--- config.mk ---
export PLATFORM = sky130hd
export DESIGN_NAME = i2cim_regs
export DESIGN_NICKNAME = d
export VERILOG_FILES = /design/src/i2cim_pkg.sv /design/src/i2cim_sync.sv /design/src/i2cim_link_mon.sv /design/src/i2cim_regs.sv
export VERILOG_INCLUDE_DIRS = /design/src
export SDC_FILE = /design/constraint.sdc
export NUM_CORES = 1
export LEC_CHECK = 0
export ABC_AREA = 1
export ABC_CLOCK_PERIOD_IN_PS = 1300
export BUFFER_PORTS_ARGS = -buffer_cell sky130_fd_sc_hd__buf_2
export CORE_UTILIZATION = 40
export CTS_CLUSTER_SIZE = 12
export DETAILED_ROUTE_END_ITERATION = 10
export PLACE_DENSITY = 0.77
export SLEW_MARGIN = 25
export SYNTH_ARGS = -nofsm -noshare
export SYNTH_HDL_FRONTEND = slang
export SYNTH_SLANG_ARGS = --single-unit
--- constraint.sdc ---
create_clock -name clk -period 1.3 [get_ports clk]
set_input_delay 0.26 -clock clk [delete_from_list [all_inputs] [get_ports clk]]
set_output_delay 0.26 -clock clk [all_outputs]
set_load 0.01 [all_outputs]
--- src/i2cim_defines.svh ---
`ifndef I2CIM_DEFINES_SVH
`define I2CIM_DEFINES_SVH

// register byte offsets on the apb bus
`define I2CIM_OFF_ENABLE 8'h04
`define I2CIM_OFF_STATUS 8'h08
`define I2CIM_OFF_CLEAR 8'h40

// register widths
`define I2CIM_EN_W 7
`define I2CIM_ST_W 15

// status field positions
`define I2CIM_ST_SLAVE_DIRECTION 14
`define I2CIM_ST_NO_ACK_SENT 13
`define I2CIM_ST_BUSY 12
`define I2CIM_ST_RECEIVE_SHIFT_FULL 11
`define I2CIM_ST_TRANSMIT_SHIFT_EMPTY 10
`define I2CIM_ST_AAS 9
`define I2CIM_ST_GCALL 8
`define I2CIM_ST_SCD 5
`define I2CIM_ST_XRDY 4
`define I2CIM_ST_RRDY 3
`define I2CIM_ST_REGISTERS_READY 2
`define I2CIM_ST_NACK 1
`define I2CIM_ST_AL 0

// enable field position of the addressed-as-slave source
`define I2CIM_EN_AAS 6

// reset values and write masks
`define I2CIM_EN_RST 7'h00
`define I2CIM_ST_RST 15'h0410
`define I2CIM_ST_W1C 15'h703F

// synchroniser depth for pins
`define I2CIM_SYNC_STAGES 2

`endif

--- src/i2cim_pkg.sv ---
package i2cim_pkg;

  // one-cycle event pulses from the serial engine
  typedef struct packed {
    logic arb_lost;
    logic illegal_cond;
    logic nack_rcvd;
    logic regs_ready;
    logic rx_ready;
    logic tx_ready;
    logic own_addr_match;
    logic zero_addr_match;
    logic nack_sent;
    logic slave_tx_begin;
  } i2cim_evt_t;

  // steady levels from the serial engine and mode control
  typedef struct packed {
    logic rx_shift_full;
    logic tx_shift_empty;
    logic slave_tx;
    logic internal_loopback;
  } i2cim_lvl_t;

  // apb request side
  typedef struct packed {
    logic psel;
    logic penable;
    logic pwrite;
    logic [7:0] paddr;
    logic [31:0] pwdata;
  } i2cim_apb_t;

  // bus conditions seen on the pins
  typedef struct packed {
    logic start_seen;
    logic stop_seen;
  } i2cim_cond_t;

endpackage

--- src/i2cim_sync.sv ---
`timescale 1ns/1ps
`default_nettype none
`include "i2cim_defines.svh"

module i2cim_sync (
  input wire logic clk,
  input wire logic rst_b,
  input wire logic [1:0] d,
  output logic [1:0] q
);

  logic [1:0] meta_r;

  // first stage feeds only the second; pins idle high
  always_ff @(posedge clk or negedge rst_b) begin
    if (!rst_b) begin
      meta_r <= 2'h3;
      q <= 2'h3;
    end else begin
      meta_r <= d;
      q <= meta_r;
    end
  end

endmodule

`default_nettype wire

--- src/i2cim_link_mon.sv ---
`timescale 1ns/1ps
`default_nettype none
`include "i2cim_defines.svh"

module i2cim_link_mon (
  input wire logic clk,
  input wire logic rst_b,
  input wire logic scl_s,
  input wire logic sda_s,
  output i2cim_pkg::i2cim_cond_t cond
);

  logic scl_d_r;
  logic sda_d_r;
  logic sda_fall;
  logic sda_rise;
  logic scl_hold;

  // one more stage of history to find data edges
  always_ff @(posedge clk or negedge rst_b) begin
    if (!rst_b) begin
      scl_d_r <= 1'h1;
      sda_d_r <= 1'h1;
    end else begin
      scl_d_r <= scl_s;
      sda_d_r <= sda_s;
    end
  end

  // data moving while clock stays high marks start or stop
  assign scl_hold = scl_s & scl_d_r;
  assign sda_fall = sda_d_r & ~sda_s;
  assign sda_rise = ~sda_d_r & sda_s;
  assign cond.start_seen = scl_hold & sda_fall;
  assign cond.stop_seen = scl_hold & sda_rise;

endmodule

`default_nettype wire

--- src/i2cim_regs.sv ---
// How it works
// - seven enables: 6 aas, 5 scd, 4 xrdy, 3 rrdy, 2 registers_ready, 1 nack, 0 al
// - upper bits of both registers read zero and ignore writes
// - status holds direction, nack-sent, busy, shift, address bits, six flags
// - writing one clears a clearable status bit, writing zero keeps it
// - after reset transmit-shift-empty and transmit-ready read one
// - slave direction stays zero during internal loopback
// - slave direction reads one only while acting as slave transmitter
// - slave direction clears on start, stop, or a written one
// - arbitration-lost flag rises on lost arbitration or illegal condition
// - no-acknowledge flag rises when master gets no acknowledge
// - addressed-as-slave rises on own address or all-zero address
//
// Chosen here: the APB interface to the registers and the register offsets.
`timescale 1ns/1ps
`default_nettype none
`include "i2cim_defines.svh"

module i2cim_regs (
  input wire logic clk,
  input wire logic rst_b,
  input wire i2cim_pkg::i2cim_apb_t apb,
  output logic [31:0] prdata_r,
  output logic pready_r,
  output logic pslverr_r,
  input wire i2cim_pkg::i2cim_evt_t evt,
  input wire i2cim_pkg::i2cim_lvl_t lvl,
  input wire logic scl_pin,
  input wire logic sda_pin,
  output logic irq_r,
  output logic bus_busy_r
);

  // sticky update: a set in the same cycle beats any clear
  function automatic logic flag_nxt(
    input logic cur,
    input logic set,
    input logic clr
  );
    flag_nxt = set | (cur & ~clr);
  endfunction

  // address compare used by read and write decode
  function automatic logic hit(
    input logic [7:0] addr,
    input logic [7:0] off
  );
    hit = (addr == off);
  endfunction

  logic [1:0] pins_s;
  i2cim_pkg::i2cim_cond_t cond;
  logic [`I2CIM_EN_W-1:0] enable_r;
  logic [`I2CIM_EN_W-1:0] enable_nxt;
  logic [`I2CIM_ST_W-1:0] stat_r;
  logic [`I2CIM_ST_W-1:0] stat_nxt;
  logic [`I2CIM_ST_W-1:0] clr_vec;
  logic [`I2CIM_ST_W-1:0] set_vec;
  logic [31:0] rdata_nxt;
  logic access;
  logic commit;
  logic wr_commit;
  logic hit_en;
  logic hit_st;
  logic hit_clr;
  logic mapped;
  logic bus_edge;
  logic slave_direction_set;
  logic addr_hit;
  logic irq_nxt;
  logic first_r;

  // pins come from the bus side and are synchronised first
  i2cim_sync u_sync (
    .clk(clk),
    .rst_b(rst_b),
    .d({scl_pin, sda_pin}),
    .q(pins_s)
  );

  i2cim_link_mon u_mon (
    .clk(clk),
    .rst_b(rst_b),
    .scl_s(pins_s[1]),
    .sda_s(pins_s[0]),
    .cond(cond)
  );

  // apb decode: the access phase completes on the edge with pready high
  assign access = apb.psel & apb.penable;
  assign commit = access & pready_r;
  assign wr_commit = commit & apb.pwrite;
  assign hit_en = hit(apb.paddr, `I2CIM_OFF_ENABLE);
  assign hit_st = hit(apb.paddr, `I2CIM_OFF_STATUS);
  assign hit_clr = hit(apb.paddr, `I2CIM_OFF_CLEAR);
  assign mapped = hit_en | hit_st | hit_clr;

  // enable register keeps only its seven low bits
  // enable bit storage
  assign enable_nxt = (wr_commit && hit_en) ?
                      apb.pwdata[`I2CIM_EN_W-1:0] : enable_r;

  // clears come from status writes and the write-only clear register
  // write one clears
  assign clr_vec = (wr_commit && (hit_st || hit_clr)) ?
                   (apb.pwdata[`I2CIM_ST_W-1:0] & `I2CIM_ST_W1C) :
                   {`I2CIM_ST_W{1'b0}};

  assign bus_edge = cond.start_seen | cond.stop_seen;
  assign addr_hit = evt.own_addr_match | evt.zero_addr_match;
  assign slave_direction_set = evt.slave_tx_begin & lvl.slave_tx;

  // hardware set terms, bit for bit with the status layout
  assign set_vec[`I2CIM_ST_SLAVE_DIRECTION] = slave_direction_set;
  assign set_vec[`I2CIM_ST_NO_ACK_SENT] = evt.nack_sent;
  assign set_vec[`I2CIM_ST_BUSY] = cond.start_seen;
  assign set_vec[`I2CIM_ST_RECEIVE_SHIFT_FULL] = 1'b0;
  assign set_vec[`I2CIM_ST_TRANSMIT_SHIFT_EMPTY] = 1'b0;
  assign set_vec[`I2CIM_ST_AAS] = addr_hit;
  assign set_vec[`I2CIM_ST_GCALL] = evt.zero_addr_match;
  assign set_vec[7:6] = 2'h0;
  assign set_vec[`I2CIM_ST_SCD] = cond.stop_seen;
  assign set_vec[`I2CIM_ST_XRDY] = evt.tx_ready;
  assign set_vec[`I2CIM_ST_RRDY] = evt.rx_ready;
  assign set_vec[`I2CIM_ST_REGISTERS_READY] = evt.regs_ready;
  assign set_vec[`I2CIM_ST_NACK] = evt.nack_rcvd;
  assign set_vec[`I2CIM_ST_AL] = evt.arb_lost | evt.illegal_cond;

  // direction bit: loopback forces zero, bus conditions clear it
  assign stat_nxt[`I2CIM_ST_SLAVE_DIRECTION] = ~lvl.internal_loopback &
    flag_nxt(stat_r[`I2CIM_ST_SLAVE_DIRECTION], set_vec[`I2CIM_ST_SLAVE_DIRECTION],
             clr_vec[`I2CIM_ST_SLAVE_DIRECTION] | bus_edge);
  assign stat_nxt[`I2CIM_ST_NO_ACK_SENT] =
    flag_nxt(stat_r[`I2CIM_ST_NO_ACK_SENT], set_vec[`I2CIM_ST_NO_ACK_SENT],
             clr_vec[`I2CIM_ST_NO_ACK_SENT]);
  // busy drops on a stop or a written one
  assign stat_nxt[`I2CIM_ST_BUSY] =
    flag_nxt(stat_r[`I2CIM_ST_BUSY], set_vec[`I2CIM_ST_BUSY],
             clr_vec[`I2CIM_ST_BUSY] | cond.stop_seen);

  // read-only shift indicators follow the engine levels
  assign stat_nxt[`I2CIM_ST_RECEIVE_SHIFT_FULL] = lvl.rx_shift_full;
  assign stat_nxt[`I2CIM_ST_TRANSMIT_SHIFT_EMPTY] = lvl.tx_shift_empty;

  // address bits hold until a stop; the general call bit also clears on an own-address match
  assign stat_nxt[`I2CIM_ST_AAS] =
    flag_nxt(stat_r[`I2CIM_ST_AAS], set_vec[`I2CIM_ST_AAS],
             cond.stop_seen);
  assign stat_nxt[`I2CIM_ST_GCALL] =
    flag_nxt(stat_r[`I2CIM_ST_GCALL], set_vec[`I2CIM_ST_GCALL],
             cond.stop_seen | evt.own_addr_match);
  assign stat_nxt[7:6] = 2'h0; // reserved, always zero

  // six event flags share one sticky form
  assign stat_nxt[5:0] = set_vec[5:0] | (stat_r[5:0] & ~clr_vec[5:0]);

  // enabled flags gate onto one level interrupt
  assign irq_nxt = |(enable_r[5:0] & stat_r[5:0]) |
                   (enable_r[`I2CIM_EN_AAS] & stat_r[`I2CIM_ST_AAS]);

  // read mux; the clear register and unused bits read zero
  // upper bits read zero
  assign rdata_nxt = hit_en ? {25'h0000000, enable_r} :
                     hit_st ? {17'h00000, stat_r} : 32'h00000000;

  // register file state
  always_ff @(posedge clk or negedge rst_b) begin
    if (!rst_b) begin
      enable_r <= `I2CIM_EN_RST;
      stat_r <= `I2CIM_ST_RST;
    end else begin
      enable_r <= enable_nxt;
      stat_r <= stat_nxt;
    end
  end

  // one wait state: pready comes from a flop so reads see settled data
  always_ff @(posedge clk or negedge rst_b) begin
    if (!rst_b) begin
      pready_r <= 1'b0;
      pslverr_r <= 1'b0;
      prdata_r <= 32'h00000000;
    end else begin
      pready_r <= access & ~pready_r;
      pslverr_r <= access & ~pready_r & ~mapped;
      if (access && !pready_r && !apb.pwrite) begin
        prdata_r <= rdata_nxt;
      end
    end
  end

  // interrupt and busy outputs, registered
  always_ff @(posedge clk or negedge rst_b) begin
    if (!rst_b) begin
      irq_r <= 1'b0;
      bus_busy_r <= 1'b0;
    end else begin
      irq_r <= irq_nxt;
      bus_busy_r <= stat_nxt[`I2CIM_ST_BUSY];
    end
  end

  // marks the first cycle after release, for checking reset values
  always_ff @(posedge clk or negedge rst_b) begin
    if (!rst_b) begin
      first_r <= 1'b1;
    end else begin
      first_r <= 1'b0;
    end
  end

  // checks kept next to the logic they watch

  reset_values_a: assert property (
    @(posedge clk) disable iff (!rst_b)
    first_r |-> (stat_r == `I2CIM_ST_RST) && (enable_r == `I2CIM_EN_RST))
    else $error("status or enable not at reset value");

  enable_upper_a: assert property (
    @(posedge clk) disable iff (!rst_b)
    (wr_commit && hit_en) |=>
      enable_r == $past(apb.pwdata[`I2CIM_EN_W-1:0]))
    else $error("enable write not stored in low seven bits");

  rsvd_zero_a: assert property (
    @(posedge clk) disable iff (!rst_b)
    (access && !pready_r && !apb.pwrite && (hit_en || hit_st)) |=>
      pready_r && (prdata_r[31:15] == 17'h00000) &&
      ($past(hit_en) -> prdata_r[14:7] == 8'h00))
    else $error("reserved bits read nonzero");

  status_read_a: assert property (
    @(posedge clk) disable iff (!rst_b)
    (access && !pready_r && !apb.pwrite && hit_st) |=>
      prdata_r[14:0] == $past(stat_r))
    else $error("status read does not match layout");

  w1c_clear_a: assert property (
    @(posedge clk) disable iff (!rst_b)
    (wr_commit && hit_st && apb.pwdata[`I2CIM_ST_REGISTERS_READY] &&
     !evt.regs_ready) |=> !stat_r[`I2CIM_ST_REGISTERS_READY])
    else $error("written one did not clear flag");

  w1c_keep_a: assert property (
    @(posedge clk) disable iff (!rst_b)
    (wr_commit && hit_st && !apb.pwdata[`I2CIM_ST_SCD] &&
     stat_r[`I2CIM_ST_SCD]) |=> stat_r[`I2CIM_ST_SCD])
    else $error("written zero changed flag");

  loopback_slave_direction_a: assert property (
    @(posedge clk) disable iff (!rst_b)
    lvl.internal_loopback |=> !stat_r[`I2CIM_ST_SLAVE_DIRECTION])
    else $error("slave direction set during loopback");

  slave_direction_set_a: assert property (
    @(posedge clk) disable iff (!rst_b)
    (evt.slave_tx_begin && lvl.slave_tx && !lvl.internal_loopback)
      |=> stat_r[`I2CIM_ST_SLAVE_DIRECTION] && irq_nxt == $past(irq_nxt) ||
          stat_r[`I2CIM_ST_SLAVE_DIRECTION])
    else $error("slave direction not set as slave transmitter");

  slave_direction_clear_a: assert property (
    @(posedge clk) disable iff (!rst_b)
    (bus_edge && !slave_direction_set) |=> !stat_r[`I2CIM_ST_SLAVE_DIRECTION])
    else $error("slave direction kept over start or stop");

  arb_lost_a: assert property (
    @(posedge clk) disable iff (!rst_b)
    (evt.arb_lost || evt.illegal_cond) |=> stat_r[`I2CIM_ST_AL])
    else $error("arbitration lost flag not raised");

  nack_flag_a: assert property (
    @(posedge clk) disable iff (!rst_b)
    evt.nack_rcvd |=> stat_r[`I2CIM_ST_NACK])
    else $error("no acknowledge flag not raised");

  addr_slave_a: assert property (
    @(posedge clk) disable iff (!rst_b)
    (evt.own_addr_match || evt.zero_addr_match) |=>
      stat_r[`I2CIM_ST_AAS])
    else $error("addressed as slave not raised");

  irq_level_a: assert property (
    @(posedge clk) disable iff (!rst_b)
    ((|(enable_r[5:0] & stat_r[5:0])) [*2]) |-> irq_r)
    else $error("interrupt low with enabled flag set");

  irq_quiet_a: assert property (
    @(posedge clk) disable iff (!rst_b)
    (enable_r == `I2CIM_EN_RST) [*2] |-> !irq_r)
    else $error("interrupt high with all sources disabled");

  busy_set_a: assert property (
    @(posedge clk) disable iff (!rst_b)
    cond.start_seen |=> stat_r[`I2CIM_ST_BUSY])
    else $error("bus busy not set by start");

  busy_stop_a: assert property (
    @(posedge clk) disable iff (!rst_b)
    (cond.stop_seen && !cond.start_seen) |=> !stat_r[`I2CIM_ST_BUSY])
    else $error("bus busy kept over stop");

  shift_follow_a: assert property (
    @(posedge clk) disable iff (!rst_b)
    1'b1 |=> stat_r[11:10] ==
      $past({lvl.rx_shift_full, lvl.tx_shift_empty}))
    else $error("shift indicators do not follow engine");

  stop_flag_a: assert property (
    @(posedge clk) disable iff (!rst_b)
    cond.stop_seen |=> stat_r[`I2CIM_ST_SCD])
    else $error("stop detected flag not raised");

  gcall_flag_a: assert property (
    @(posedge clk) disable iff (!rst_b)
    evt.zero_addr_match |=> stat_r[`I2CIM_ST_GCALL])
    else $error("general call bit not raised");

  irq_slave_a: assert property (
    @(posedge clk) disable iff (!rst_b)
    (enable_r[`I2CIM_EN_AAS] && stat_r[`I2CIM_ST_AAS]) [*2] |-> irq_r)
    else $error("interrupt low with addressed source enabled");

  unmapped_err_a: assert property (
    @(posedge clk) disable iff (!rst_b)
    (access && !pready_r && !mapped) |=> pready_r && pslverr_r)
    else $error("unmapped access not flagged");

  enable_keep_a: assert property (
    @(posedge clk) disable iff (!rst_b)
    !(wr_commit && hit_en) |=> $stable(enable_r))
    else $error("enable changed without a write");

endmodule

`default_nettype wire

Yosys cells after proc, flatten, opt, wreduce, memory -nomap -nowiden
Index checks and enable logic that the tools add are counted.
- register bits: 62
- equal/unequal tests: 3
- mux-type cells: 3
- bitwise gates (word level): 46
- reductions and logical operators: 8
- operators by type and width (operator ; count):
    2-to-1 mux 15 bit ; 3
    bitwise AND 1 bit ; 18
    bitwise OR 1 bit ; 14
    bitwise AND 6 bit ; 2
    NOT 1 bit ; 10
    == test 8 x 3 -> 1 bit, second input constant ; 1
    == test 8 x 4 -> 1 bit, second input constant ; 1
    == test 8 x 7 -> 1 bit, second input constant ; 1
    NOT 6 bit ; 1
    bitwise OR 6 bit ; 1
    OR reduction 6 bit ; 1
    logical AND 1 bit ; 4
    zero test 1 bit ; 2
    logical OR 1 bit ; 1

Longest topological paths before layout
- depth after elaboration: 10
- depth in mapped cells: 9

Modules after synthesis
A second synthesis with hierarchy kept.
- cell total of the unflattened synthesis: 229
- area total of the unflattened synthesis: 1998.2 µm²
- by module, submodules not included (module ; times used ; cells an instance ; area an instance (µm²) ; sequential area each (µm²)):
    i2cim_regs ; 1 ; 216 ; 1814.2 ; 928.4
    i2cim_sync ; 1 ; 4 ; 105.1 ; 105.1
    i2cim_link_mon ; 1 ; 9 ; 78.8 ; 52.6

Worst setup path before layout
Ideal clock, no wire load.
- path kind: flip-flop to flip-flop
- start point: register pready_r
- end point: register stat_r[12]
- arrival: 1098 ps
- required time: 1182 ps
- slack: 85 ps
- cell stages (with the launch flop): 8
- path buffers: 0
- period minus slack after synthesis: 1215 ps
- cells stage by stage: dfrtp_1 -> nand2_1 -> nor2_4 -> inv_1 -> nor2_4 -> nand2_1 -> nand2_1 -> nand2_1
- word-level cells in the longest chain between the ends: 8
- RTL lines (item ; line ; text):
    from (decl) ; i2cim_regs.sv:24 ; output logic pready_r,
    from (signal assigned) ; i2cim_regs.sv:184 ; pready_r <= access & ~pready_r;
    bitwise AND 1 bit ; i2cim_regs.sv:91 ; assign commit = access & pready_r;
    bitwise AND 1 bit ; i2cim_regs.sv:92 ; assign wr_commit = commit & apb.pwrite;
    logical AND 1 bit ; i2cim_regs.sv:105 ; assign clr_vec = (wr_commit && (hit_st || hit_clr)) ?
    2-to-1 mux 15 bit ; i2cim_regs.sv:105 ;
    bitwise OR 1 bit ; i2cim_regs.sv:139 ; clr_vec[`I2CIM_ST_BUSY] | cond.stop_seen);
    NOT 1 bit ; i2cim_regs.sv:40 ; flag_nxt = set | (cur & ~clr);
    bitwise AND 1 bit ; i2cim_regs.sv:40 ;
    bitwise OR 1 bit ; i2cim_regs.sv:40 ;
    via stat_nxt[12] ; i2cim_regs.sv:56 ; logic [`I2CIM_ST_W-1:0] stat_nxt;
    to (signal assigned) ; i2cim_regs.sv:170 ; stat_r <= `I2CIM_ST_RST;
    to (signal assigned) ; i2cim_regs.sv:173 ; stat_r <= stat_nxt;
    to (decl) ; i2cim_regs.sv:55 ; logic [`I2CIM_ST_W-1:0] stat_r;
The timed path passes the listed nets, and every way through them passes these cells.
A chain may end at the register's enable or synchronous reset.

Worst setup path after layout
- start point: register pready_r
- end point: register prdata_r[5]
- word-level cells in the longest chain between the ends: 3
- RTL lines (item ; line ; text):
    zero test 1 bit ; i2cim_regs.sv:186 ; if (access && !pready_r && !apb.pwrite) begin
    logical AND 1 bit (2 in a row) ; i2cim_regs.sv:186 ;
    to (signal assigned) ; i2cim_regs.sv:187 ; prdata_r <= rdata_nxt;
    to (decl) ; i2cim_regs.sv:23 ; output logic [31:0] prdata_r,
No other way between the ends.

==> qor.yml <==
finish:
  finalNetCount: 354
  instances_no_fill: 360
  antenna-diode-count: 0
  final_layout_size_suffix_gt1_share_pct: 32.1
  syn2layout_area_growth_pct: 23.4
yosys:
  synth_area_per_cell_sq_um: 8.86
  syn_area_sq_mm: 0.00199
  yosysSeqAreaShare_pct: 54.5
  yosysTopAreaCell: "dfrtp_1"
  ys_ff_latch: 43
  yosysWarningCount: 0
  syn_inst: 225
  synth_edf_count: 0
  yosysMostFrequentCell: "nand2_1"
  synth_flop_cell: "dfrtp_1"
  async_flop_share_pct: 100
  synth_top_area_share_pct: 43.9
  ys_types: 25
  ys_top_cells_by_area: "dfrtp_1 44%, nand2_1 13%, dfstp_2 11%"
  synthTopCellsByCount: "67 x nand2_1, 35 x dfrtp_1, 26 x nand3_1"
sta:
  rsz0062_at_grt: "true"
  setup_violations: 0
  max_freq_ghz: 0.827
  hold_ws_ns: 0.0617
  min_period_ns: 1.21
  drv_slew: 0
  hold_viol: 0
  period_share_pct: 93.1
  finalSetupTns_ns: 0
  clock_skew_ns: 0.00776
worst_hold_path:
  worstHoldPathType: "input port to flip-flop"
  whs_endpoint: "u_sync.meta_r[1]"
  min_from: "scl_pin"
  hold_depth: 1
floorplanning:
  fp.coreArea_sq_mm: 0.00475
  dieWidth_um: 72.6
  ios: 97
  start_util_pct: 41.9
  die_area_sq_mm: 0.00527
  fp.dieH_um: 72.6
  rows: 25
worst_setup_path:
  crit_path_max_fanout: 13
  cpMostUsedCell: "nor2_4"
  cp_cell_sequence: "nor2_4 -> inv_2 -> nor2_4 -> buf_4 -> nand3_1 -> o211ai_1"
  critPathCaptureType: "flip-flop"
  rr_startpoint: "pready_r"
  critPathKind: "flip-flop to flip-flop"
  max_stage_delay_ns: 0.43
  cp_slowest_cell: "dfrtp_1"
  r2r-end: "prdata_r[5]"
  crit_required_ns: 1.50
  start_kind: "flip-flop"
  reg2reg_depth: 6
  ff2ff_setup_slack_ns: 0.09
  cp.arrival_ns: 1.41
clocking:
  clock_latency_ns: 0.29
  clk_path_buf_depth: 2
  tritoncts: "yes"
  cts_buffers: 5
  cts-htree-levels: 2
  clock_sinks: 43
  cts_root_buf: "clkbuf_8"
  cts.reportedPaths.clkPinSlew_ns: 0.08
drt:
  wl_um: 3850
  viasPerCell: 4.47
  drt_iter0_markers: 111
  dr.pass1.iters: 4
  vias: 1610
  drtAntennaViolNets: 0
  drc: 0
  wl_per_cell_um: 10.7
pwr:
  swShare_pct: 21.6
  leakagePower_nw: 1.38
  p_int_mw: 2.03
  switching_power_mw: 0.557
  pwr-share-comb_pct: 9.0
  ir_drop_uv: 477
  p_clk_share_pct: 37.2
  powerDensity_mw_per_mm2: 1050
  pwr-share-seq_pct: 53.8
global_route:
  overflow: 0
  grt_first_pass_wirelength_um: 6610
  grt_max_degree: 44
  grt_pass1_vias: 1513
  antenna_found_initial: 0
  grtUsageTotal_pct: 16.5
place:
  dp_hpwl_um: 3000
  dp_cells: 351
  gp_congestion: 0.817
  portBuffers: 56
outcome:
  status: "finished clean"
job:
  cap_violations: 0
==> per-stage QoR <==
| stage | setup WS (ns) | instance area (sq um) | utilization, % | total power, mW |
|---|---|---|---|---|
| floorplan | 0.0847 | 2060 | - | 1.56 |
| global placement | -0.0337 | 2340 | 49.2 | 1.64 |
| detailed placement | -0.0487 | 2340 | 49.2 | 1.65 |
| CTS | 0.0264 | 2450 | 51.6 | 2.61 |
| global route | -0.00703 | 2460 | 51.8 | 2.69 |
| finish | 0.0902 | 2460 | 51.8 | 2.58 |
==> power groups by stage <==
stage	clock network (mW)	logic, mW	registers, mW
floorplan	0	0.141	1.42
global placement	0	0.226	1.41
detailed placement	0	0.230	1.42
CTS	0.984	0.233	1.39
global route	1.03	0.263	1.39
finish	0.962	0.232	1.39
==> worst max-delay path, delay by kind of cell (launching register included) <==
kind / cells / cell delay (ns)
AO/OA/AOI/OAI: 1 / 0.08
flip-flops: 1 / 0.43
AND/OR/NAND/NOR: 3 / 0.36
buffers and inverters: 2 / 0.26
==> metal layers <==
| layer | global-route usage [%] | up-vias | wire length [um] |
|---|---|---|---|
| met5 | 0 | - | 0 |
| met4 | 9.15 | 0 | 133 |
| met3 | 3.45 | 13 | 202 |
| met2 | 26.0 | 57 | 1830 |
| met1 | 21.3 | 736 | 1680 |
| li1 | - | 804 | - |
==> repair_timing <==
| item | in CTS | in global routing |
|---|---|---|
| buffers inserted | 0 | 1 |
| hold buffers | 1 | 0 |
| setup endpoints to repair | 0 | 7 |
| hold endpoints to repair | 35 | 0 |
| resized for setup | 0 | 2 |
==> cells in the final DEF, fill, tap and decap left out <==
| cell | count |
|---|---|
| o21ai_0 | 3 |
| nor2_2 | 1 |
| o31ai_1 | 1 |
| dlygate4sd3_1 | 1 |
| nor2_4 | 4 |
| dfrtp_1 | 35 |
| buf_2 | 56 |
| conb_1 | 18 |
| nor2_8 | 1 |
| nand3_2 | 1 |
| clkbuf_1 | 1 |
| o211ai_1 | 2 |
| dfstp_2 | 8 |
| nor2_1 | 12 |
| nor3_1 | 2 |
| clkbuf_8 | 5 |
| buf_12 | 2 |
| a221oi_1 | 1 |
| o21ai_1 | 5 |
| a21oi_1 | 1 |
| nand2_2 | 5 |
| nand3_1 | 26 |
| nand4_1 | 2 |
| inv_2 | 3 |
| bufinv_16 | 1 |
| nand2_1 | 66 |
| buf_4 | 6 |
| o21bai_1 | 1 |
| nor3_2 | 1 |
| inv_1 | 22 |
==> layout make-up <==
cell class,count,area (sq um)
well taps,67,83.8
inverters,25,93.8
fillers,454,2290
multi-input cells,153,719
repair buffers,65,375
clock buffers,6,72.6
clock inverters,1,30.0
flip-flops and latches,43,1090
==> how the worst max path moves through the flow <==
stage	from	end	depth (start not counted)
2_1_floorplan	pready_r	stat_r[12]	7
3_3_place_gp	apb[38]	stat_r[12]	9
3_5_place_dp	apb[38]	stat_r[0]	9
4_1_cts	pready_r	stat_r[0]	7
5_1_grt	pready_r	prdata_r[6]	6
6_report	pready_r	prdata_r[5]	6
==> registers in the layout, summed over array words and instances, names as in the netlist <==
signal and cells:
enable_r 7, irq_r 1, prdata_r 14, pready_r 1, pslverr_r 1, stat_r 13, u_mon.scl_d_r 1, u_mon.sda_d_r 1
u_sync.meta_r 2, u_sync.q 2
==> cells by family (layout without fill, tap and decap cells) <==
| group | after synthesis | count (layout) | share of synthesized area (%) |
|---|---|---|---|
| and+or+nand+nor | 121 | 121 | 28.4 |
| buffers and inverters | 46 | 97 | 12.8 |
| DFF | 43 | 43 | 54.5 |
| AOI/OAI and AO/OA | 14 | 14 | 4.20 |
| other | 1 | 18 | 0.188 |
(Power assumes the default switching activity.)
